$ cat config.mk
export PLATFORM = sky130hd
export DESIGN_NAME = serial_led_shift_latch
export DESIGN_NICKNAME = d
export VERILOG_FILES = /design/src/serial_led_shift_latch.v /design/src/led_event_fifo.v
export VERILOG_INCLUDE_DIRS = /design/src /design/src/src
export SDC_FILE = /design/constraint.sdc
export NUM_CORES = 1
export LEC_CHECK = 0
export BUFFER_PORTS_ARGS = -buffer_cell sky130_fd_sc_hd__buf_2
export CAP_MARGIN = 20
export CORE_MARGIN = 1
export CORE_UTILIZATION = 60
export DETAILED_ROUTE_END_ITERATION = 12
export GPL_TIMING_DRIVEN = 0
export PLACE_DENSITY = 0.78
export SYNTH_ARGS = -nofsm -noshare
export SYNTH_HDL_FRONTEND = slang
export SYNTH_SLANG_ARGS = --single-unit
$ cat constraint.sdc
create_clock -name mclk -period 7.7 [get_ports mclk]
set_input_delay 0.77 -clock mclk [delete_from_list [all_inputs] [get_ports mclk]]
set_output_delay 0.77 -clock mclk [all_outputs]
set_load 0.02 [all_outputs]
$ cat src/serial_led_defs.vh
// constants of the serial shift-and-latch led sink front end
// assumes a single system clock mclk; included by bare name
`ifndef SERIAL_LED_DEFS_VH
`define SERIAL_LED_DEFS_VH

`define SL_CLK_PERIOD_NS 20
// fault sense is valid this long after the latch load rises
`define SL_FAULT_VALID_NS 20
// least time, rounded up to whole cycles, at least one
`define SL_FAULT_CYC \
  (((`SL_FAULT_VALID_NS + `SL_CLK_PERIOD_NS - 1) / `SL_CLK_PERIOD_NS) > 0 ? \
   ((`SL_FAULT_VALID_NS + `SL_CLK_PERIOD_NS - 1) / `SL_CLK_PERIOD_NS) : 1)

`define SL_WORD_BITS 8
`define SL_FAULT_HI_POS 6
`define SL_FAULT_LO_POS 5
`define SL_SHIFT_RESET 8'h00
`define SL_LATCH_RESET 8'h00

// event codes carried through the fifo, {code, data bit}
`define SL_EV_SHIFT 2'h0
`define SL_EV_RISE 2'h1
`define SL_EV_FALL 2'h2
`define SL_EV_WIDTH 3
`define SL_FIFO_DEPTH 8

`endif

$ cat src/serial_led_shift_latch.v
// serial shift register, transparent output latch and led sink enables
// assumes all pins are asynchronous to mclk and the serial clock period
// is several mclk periods long, so every edge is seen by sampling
//
// What this block does
// - each serial clock rise shifts the data input into the 8-bit register
// - while latch load is high the output latch follows the shift register
// - latch load falling captures the shift register into the output latch
// - with latch load low the latch holds while shifting continues
// - output enable high floats all eight sinks; latch is untouched
// - output enable low lets each sink follow its latch bit
// - serial output is the register's last stage, updated on clock rise
// - reset clears register and latch; sinks float, serial output low
// - after latch load rises, bits 6 and 5 report any open led
`include "serial_led_defs.vh"
`default_nettype none

module serial_led_shift_latch #(
  parameter WORD_BITS = `SL_WORD_BITS,
  parameter FIFO_DEPTH = `SL_FIFO_DEPTH,
  parameter FAULT_CYC = `SL_FAULT_CYC
) (
  input wire mclk,
  input wire resetn,
  input wire serialClk,
  input wire serialIn,
  input wire latchLoad,
  input wire outEnableN,
  input wire [WORD_BITS-1:0] ledSinkIn,
  output wire [WORD_BITS-1:0] ledSinkOut,
  output wire [WORD_BITS-1:0] ledSinkOe,
  output wire serialOut,
  output wire eventOverrun
);

  // ****************************************************
  // input synchronisers
  // ****************************************************
  localparam SW = WORD_BITS + 4;
  localparam EW = `SL_EV_WIDTH;
  localparam S_RUN = 1'b0;
  localparam S_FAULT = 1'b1;

  reg [SW-1:0] syncA_reg;
  reg [SW-1:0] syncB_reg;
  reg clkPrev_reg;
  reg lePrev_reg;
  wire clkS;
  wire dinS;
  wire leS;
  wire oeNS;
  wire [WORD_BITS-1:0] senseS;

  always @(posedge mclk or negedge resetn) begin
    if (!resetn) begin
      syncA_reg <= {SW{1'b0}};
      syncB_reg <= {SW{1'b0}};
      clkPrev_reg <= 1'b0;
      lePrev_reg <= 1'b0;
    end else begin
      syncA_reg <= {ledSinkIn, outEnableN, latchLoad, serialIn, serialClk};
      syncB_reg <= syncA_reg;
      clkPrev_reg <= clkS;
      lePrev_reg <= leS;
    end
  end

  assign clkS = syncB_reg[0];
  assign dinS = syncB_reg[1];
  assign leS = syncB_reg[2];
  assign oeNS = syncB_reg[3];
  assign senseS = syncB_reg[SW-1:4];

  // ****************************************************
  // event capture into the fifo
  // ****************************************************
  wire clkRise;
  wire leRise;
  wire leFall;
  reg pendValid_reg;
  reg pendValid_next;
  reg [1:0] pendCode_reg;
  reg [1:0] pendCode_next;
  reg pushValid;
  reg [EW-1:0] pushData;
  reg overrun_reg;
  wire pushReady;

  assign clkRise = clkS && !clkPrev_reg;
  assign leRise = leS && !lePrev_reg;
  assign leFall = !leS && lePrev_reg;

  // a latch edge that meets a clock rise waits one cycle in pend, so
  // the shift is always ordered first, as the pins would order it
  always @* begin
    pushValid = 1'b0;
    pushData = {EW{1'b0}};
    pendValid_next = pendValid_reg;
    pendCode_next = pendCode_reg;
    if (pendValid_reg) begin
      pushValid = 1'b1;
      pushData = {pendCode_reg, 1'b0};
      pendValid_next = 1'b0;
    end
    if (clkRise && !pendValid_reg) begin
      pushValid = 1'b1;
      pushData = {`SL_EV_SHIFT, dinS};
    end
    if (leRise || leFall) begin
      if (pushValid) begin
        pendValid_next = 1'b1;
        pendCode_next = leRise ? `SL_EV_RISE : `SL_EV_FALL;
      end else begin
        pushValid = 1'b1;
        pushData = {(leRise ? `SL_EV_RISE : `SL_EV_FALL), 1'b0};
      end
    end
  end

  always @(posedge mclk or negedge resetn) begin
    if (!resetn) begin
      pendValid_reg <= 1'b0;
      pendCode_reg <= `SL_EV_SHIFT;
      overrun_reg <= 1'b0;
    end else begin
      pendValid_reg <= pendValid_next;
      pendCode_reg <= pendCode_next;
      // sticky: an event dropped on a full fifo is a lost display bit or latch edge
      if (pushValid && !pushReady) begin
        overrun_reg <= 1'b1;
      end
    end
  end

  wire popValid;
  reg popReady;
  wire [EW-1:0] popData;

  led_event_fifo #(
    .WIDTH(EW),
    .DEPTH(FIFO_DEPTH),
    .AW($clog2(FIFO_DEPTH))
  ) eventFifo (
    .mclk(mclk),
    .resetn(resetn),
    .inValid(pushValid),
    .inReady(pushReady),
    .inData(pushData),
    .outValid(popValid),
    .outReady(popReady),
    .outData(popData)
  );

  // ****************************************************
  // shift register, latch and fault insertion
  // ****************************************************
  reg [WORD_BITS-1:0] shift_reg;
  reg [WORD_BITS-1:0] shift_next;
  reg [WORD_BITS-1:0] latch_reg;
  reg [WORD_BITS-1:0] latch_next;
  reg latchOpen_reg;
  reg latchOpen_next;
  reg state_reg;
  reg state_next;
  reg [7:0] wait_reg;
  reg [7:0] wait_next;
  reg serialOut_reg;
  reg [WORD_BITS-1:0] sinkOe_reg;
  wire anyOpen;

  // an open led: sink commanded on while sense flags too little current
  assign anyOpen = |(latch_reg & senseS);

  always @* begin
    shift_next = shift_reg;
    latch_next = latch_reg;
    latchOpen_next = latchOpen_reg;
    state_next = state_reg;
    wait_next = wait_reg;
    popReady = 1'b0;
    case (state_reg)
      S_RUN: begin
        // draining stalls during the fault window, so the fifo can fill
        popReady = 1'b1;
        if (popValid) begin
          case (popData[EW-1:1])
            `SL_EV_SHIFT: begin
              // msb first: earlier bits move toward the top stage
              shift_next = {shift_reg[WORD_BITS-2:0], popData[0]};
            end
            `SL_EV_RISE: begin
              latchOpen_next = 1'b1;
              state_next = S_FAULT;
              wait_next = FAULT_CYC[7:0];
            end
            `SL_EV_FALL: begin
              latchOpen_next = 1'b0;
              latch_next = shift_reg;
            end
            default: begin
              latchOpen_next = latchOpen_reg;
            end
          endcase
        end
      end
      S_FAULT: begin
        if (wait_reg <= 8'h01) begin
          shift_next[`SL_FAULT_HI_POS] = anyOpen;
          shift_next[`SL_FAULT_LO_POS] = anyOpen;
          state_next = S_RUN;
        end else begin
          wait_next = wait_reg - 8'h01;
        end
      end
      default: begin
        state_next = S_RUN;
      end
    endcase
    // transparent: the latch tracks every change of the register
    if (latchOpen_next && (state_reg != S_FAULT || state_next != S_RUN)) begin
      latch_next = shift_next;
    end else if (!latchOpen_next && latchOpen_reg && state_reg == S_RUN) begin
      latch_next = shift_reg;
    end else if (!latchOpen_next) begin
      latch_next = latch_next;
    end
  end

  always @(posedge mclk or negedge resetn) begin
    if (!resetn) begin
      shift_reg <= `SL_SHIFT_RESET;
      latch_reg <= `SL_LATCH_RESET;
      latchOpen_reg <= 1'b0;
      state_reg <= S_RUN;
      wait_reg <= 8'h00;
      serialOut_reg <= 1'b0;
      sinkOe_reg <= {WORD_BITS{1'b0}};
    end else begin
      shift_reg <= shift_next;
      latch_reg <= latch_next;
      latchOpen_reg <= latchOpen_next;
      state_reg <= state_next;
      wait_reg <= wait_next;
      serialOut_reg <= shift_next[WORD_BITS-1];
      // floating the sinks never touches latch_reg
      sinkOe_reg <= oeNS ? {WORD_BITS{1'b0}} : latch_next;
    end
  end

  // ****************************************************
  // outputs
  // ****************************************************
  // open-drain sinks only ever pull low; enable carries the on state
  assign ledSinkOut = {WORD_BITS{1'b0}};
  assign ledSinkOe = sinkOe_reg;
  assign serialOut = serialOut_reg;
  assign eventOverrun = overrun_reg;

endmodule // serial_led_shift_latch

`default_nettype wire

$ cat src/led_event_fifo.v
// small show-ahead fifo, read data straight from a register
// assumes one clock, async active-low reset, push ignored when full
`default_nettype none

module led_event_fifo #(
  parameter WIDTH = 3,
  parameter DEPTH = 8,
  parameter AW = 3
) (
  input wire mclk,
  input wire resetn,
  input wire inValid,
  output wire inReady,
  input wire [WIDTH-1:0] inData,
  output wire outValid,
  input wire outReady,
  output wire [WIDTH-1:0] outData
);

  reg [WIDTH-1:0] mem [0:DEPTH-1];
  reg [AW-1:0] wrPtr_reg;
  reg [AW-1:0] rdPtr_reg;
  reg [AW:0] count_reg;
  reg outValid_reg;
  reg [WIDTH-1:0] outData_reg;
  wire doPush;
  wire doLoad;

  assign inReady = (count_reg != DEPTH[AW:0]);
  assign doPush = inValid && inReady;
  // refill the output register whenever it is empty or being taken
  assign doLoad = (count_reg != {(AW+1){1'b0}}) &&
                  (!outValid_reg || outReady);
  assign outValid = outValid_reg;
  assign outData = outData_reg;

  always @(posedge mclk) begin
    if (doPush) begin
      mem[wrPtr_reg] <= inData;
    end
  end

  always @(posedge mclk or negedge resetn) begin
    if (!resetn) begin
      wrPtr_reg <= {AW{1'b0}};
      rdPtr_reg <= {AW{1'b0}};
      count_reg <= {(AW+1){1'b0}};
      outValid_reg <= 1'b0;
      outData_reg <= {WIDTH{1'b0}};
    end else begin
      if (doPush) begin
        wrPtr_reg <= wrPtr_reg + {{(AW-1){1'b0}}, 1'b1};
      end
      if (doLoad) begin
        rdPtr_reg <= rdPtr_reg + {{(AW-1){1'b0}}, 1'b1};
        outData_reg <= mem[rdPtr_reg];
        outValid_reg <= 1'b1;
      end else if (outReady) begin
        outValid_reg <= 1'b0;
      end
      if (doPush && !doLoad) begin
        count_reg <= count_reg + {{AW{1'b0}}, 1'b1};
      end else if (!doPush && doLoad) begin
        count_reg <= count_reg - {{AW{1'b0}}, 1'b1};
      end
    end
  end

endmodule // led_event_fifo

`default_nettype wire

==> impl_metrics.ini <==
[timing]
period_needed_ns = 2.87
fin_tns_setup_ns = 0
drv_slew = 0
period_share_pct = 37.3
relSlewSlack_pct = 33.6
rsz0062_at_grt = no
worstMarginPinSlew_ns = 0.985
fin_ws_ns = 4.83
worst_hold_slack_ns = 0.321
setup_viol = 0
max_freq_mhz = 349
hold_viol = 0
finClkSkew_ns = 0.0139

[route]
via_per_inst = 5.51
wl_per_cell_um = 14.9
ant_nets = 0
drc = 0
dr.pass1.iters = 4
drt_iter0_markers = 117
routed_wl_um = 6760
vias = 2503

[die]
boundaryPins = 32
die_x_um = 85.9
die_area_sq_mm = 0.00738
fp.dieH_um = 85.9
rows = 30
initial_core_util_pct = 62.2
core_area_sq_mm = 0.00679

[synth]
yosys-mux-area-fraction_pct = 8.26
ys_warn_count = 0
synthFlopType = dfrtp_1
synth_top_family_by_area = compound AO/OA/AOI/OAI gates
synthXorXnorAreaFrac_pct = 1.66
syn_avg_cell_area_sq_um = 13.6
ys_types = 51
synth_compound_area_share_pct = 10.5
synth-edff-count = 24
postSynthCellCount = 310
synthSimpleGateAreaFrac_pct = 8.83
postSynth.asyncResetShare_pct = 76.5
seq_area_frac_synth_pct = 63.3
synth_area_sq_mm = 0.00422
ys_seq_elements = 102
synthAdderAreaFrac_pct = 3.73

[critical_path]
end_kind = register
arrival_ns = 3.15
cp.required_ns = 7.98
reg2reg_slack_ns = 4.83
r2r_end = eventFifo.count_reg[3]
r2r_cells = 8
endpoint = eventFifo.count_reg[3]
r2r-start = eventFifo.count_reg[0]
critPathMaxFanout = 10
path_class = reg2reg
start_kind = register
crit_path_start = eventFifo.count_reg[0]

[cts]
root_buffer = clkbuf_8
numCtsBuffers = 9
clockBufferDepth = 2
post_cts_buffers = 0
hold_buffers = 0
cts_resized = 0
cts_sinks = 102
clk_pin_slew_ns = 0.09
htree_levels = 3
clkLatencyLatePin_ns = 0.36
tritoncts = yes

[finish]
multiInputGateArea_sq_mm = 0.00143
antenna_cells = 0
post-route-util_pct = 69.6
layout.nets = 379
register_area_sq_mm = 0.00267
area_growth_pct = 11.9
largest_reg_flops = 24
layout-drive-gt1-share_pct = 20.4
n_fill_cell = 482

[global_route]
antenna_found_initial = 0
grt_usage_pct = 20.8
grt_max_degree = 53
grt_pass1_wl_um = 11400
overflow = 0
grt_pass1_vias = 2510

[min_path]
hold_path_class = in2async

[power_and_ir_drop]
p_leak_nw = 2.04
ir_worst_vdd_v = 0.000261
power_density_mw_per_mm2 = 415
total_power_w = 0.00196

[flow_run]
maxCapViolations = 0

[placed_design]
place_ws_ns = 4.85
port_buffers = 23
place.gp.congestion = 0.803
dp_hpwl_um = 4890

[status]
run_status = finished, final reports clean
==> synth_stat cells (all sizes together) (5+ instances only) <==
| cell type | count | area [sq um] |
|---|---|---|
| o31ai | 5 | 51.3 |
| a311oi | 6 | 52.6 |
| edfxtp | 24 | 721 |
| nand3b | 5 | 37.5 |
| mux2i | 9 | 90.1 |
| mux4 | 6 | 135 |
| xnor2 | 6 | 52.6 |
| dfrtp | 78 | 1950 |
| mux2 | 11 | 124 |
| nand2b | 5 | 31.3 |
| ha | 11 | 138 |
| buf | 15 | 96.3 |
| inv | 13 | 48.8 |
| a31oi | 6 | 37.5 |
| nor3 | 11 | 55.1 |
| nand2 | 32 | 120 |
| o21ai | 6 | 30.0 |
| nor2 | 13 | 48.8 |
==> worst min path at each step <==
stage / from / to / cells past startpoint
after global routing: resetn / eventFifo.outData[1] / 1
after CTS: resetn / lePrev_reg / 1
after floorplan: syncA_reg[0] / syncB_reg[0] / 0
after global placement: syncA_reg[2] / syncB_reg[2] / 0
after detailed placement: syncA_reg[10] / syncB_reg[10] / 0
final: resetn / eventFifo.outData[1] / 1
==> logic make-up after synthesis <==
group,after synthesis
compound gates,53
xor+xnor,8
fa+ha+maj,12
buf+inv,30
flops,102
mux,26
other cells,1
simple gates,78
==> critical path, stage by stage (launching register included) <==
cell and delay (ns):
dfrtp_1 0.47, o41ai_2 0.94, ha_1 0.30, inv_1 0.10, ha_1 0.28, a21o_1 0.17, a21oi_1 0.17, mux2i_1 0.24
xnor2_1 0.13
==> stage by stage <==
step           cell area [sq um]  cells
6_report                    4730    454
3_5_place_dp                4520    437
5_1_grt                     4730    454
4_1_cts                     4720    453
3_3_place_gp                4490    436
2_1_floorplan               4250    317
==> layout by cell type (no fill, tap or decap), types with 3 or more instances in the layout <==
master    Yosys  layout
edfxtp_1     24      24
nand2_1      32      32
buf_4         8       9
nor2_1       13      13
nand2b_1      5       5
clkbuf_1      2       3
inv_1        13      13
a22oi_1       4       4
buf_2         2      24
nor3_1       11      11
mux2i_1       9       9
a311oi_1      6       6
dfrtp_1      78      78
buf_1         4       4
o21ai_0       6       6
a21oi_1       4       4
mux4_2        6       6
ha_1         11      11
o31ai_1       4       4
a211oi_1      4       4
mux2_2       11      11
nand3b_1      5       5
a31oi_1       6       6
xnor2_1       6       6
conb_1        1       8
clkbuf_8      0       9
==> cell type report <==
type	count	share of cell area, %
Clock buffer	11	3.23
Buffer	17	2.20
Sequential cell	102	56.6
Tap cell	96	2.54
Timing Repair Buffer	25	3.18
Inverter	13	1.03
Multi-Input combinational cell	185	30.2
Clock inverter	5	1.11
==> power breakdown <==
group / internal (W) / leakage, nW / switching, W
registers: 0.000722 / 1.16 / 0.000108
clock network: 0.000169 / 0.104 / 0.000168
logic: 0.000345 / 0.770 / 0.000447
total: 0.00124 / 2.04 / 0.000723
==> layer usage <==
metal,global-route usage [%],wire length [um]
met5,0,0
met4,9.09,102
met3,6.16,244
met2,36.0,3690
met1,23.9,2720
No activity file was read; power rests on OpenSTA's default activity.
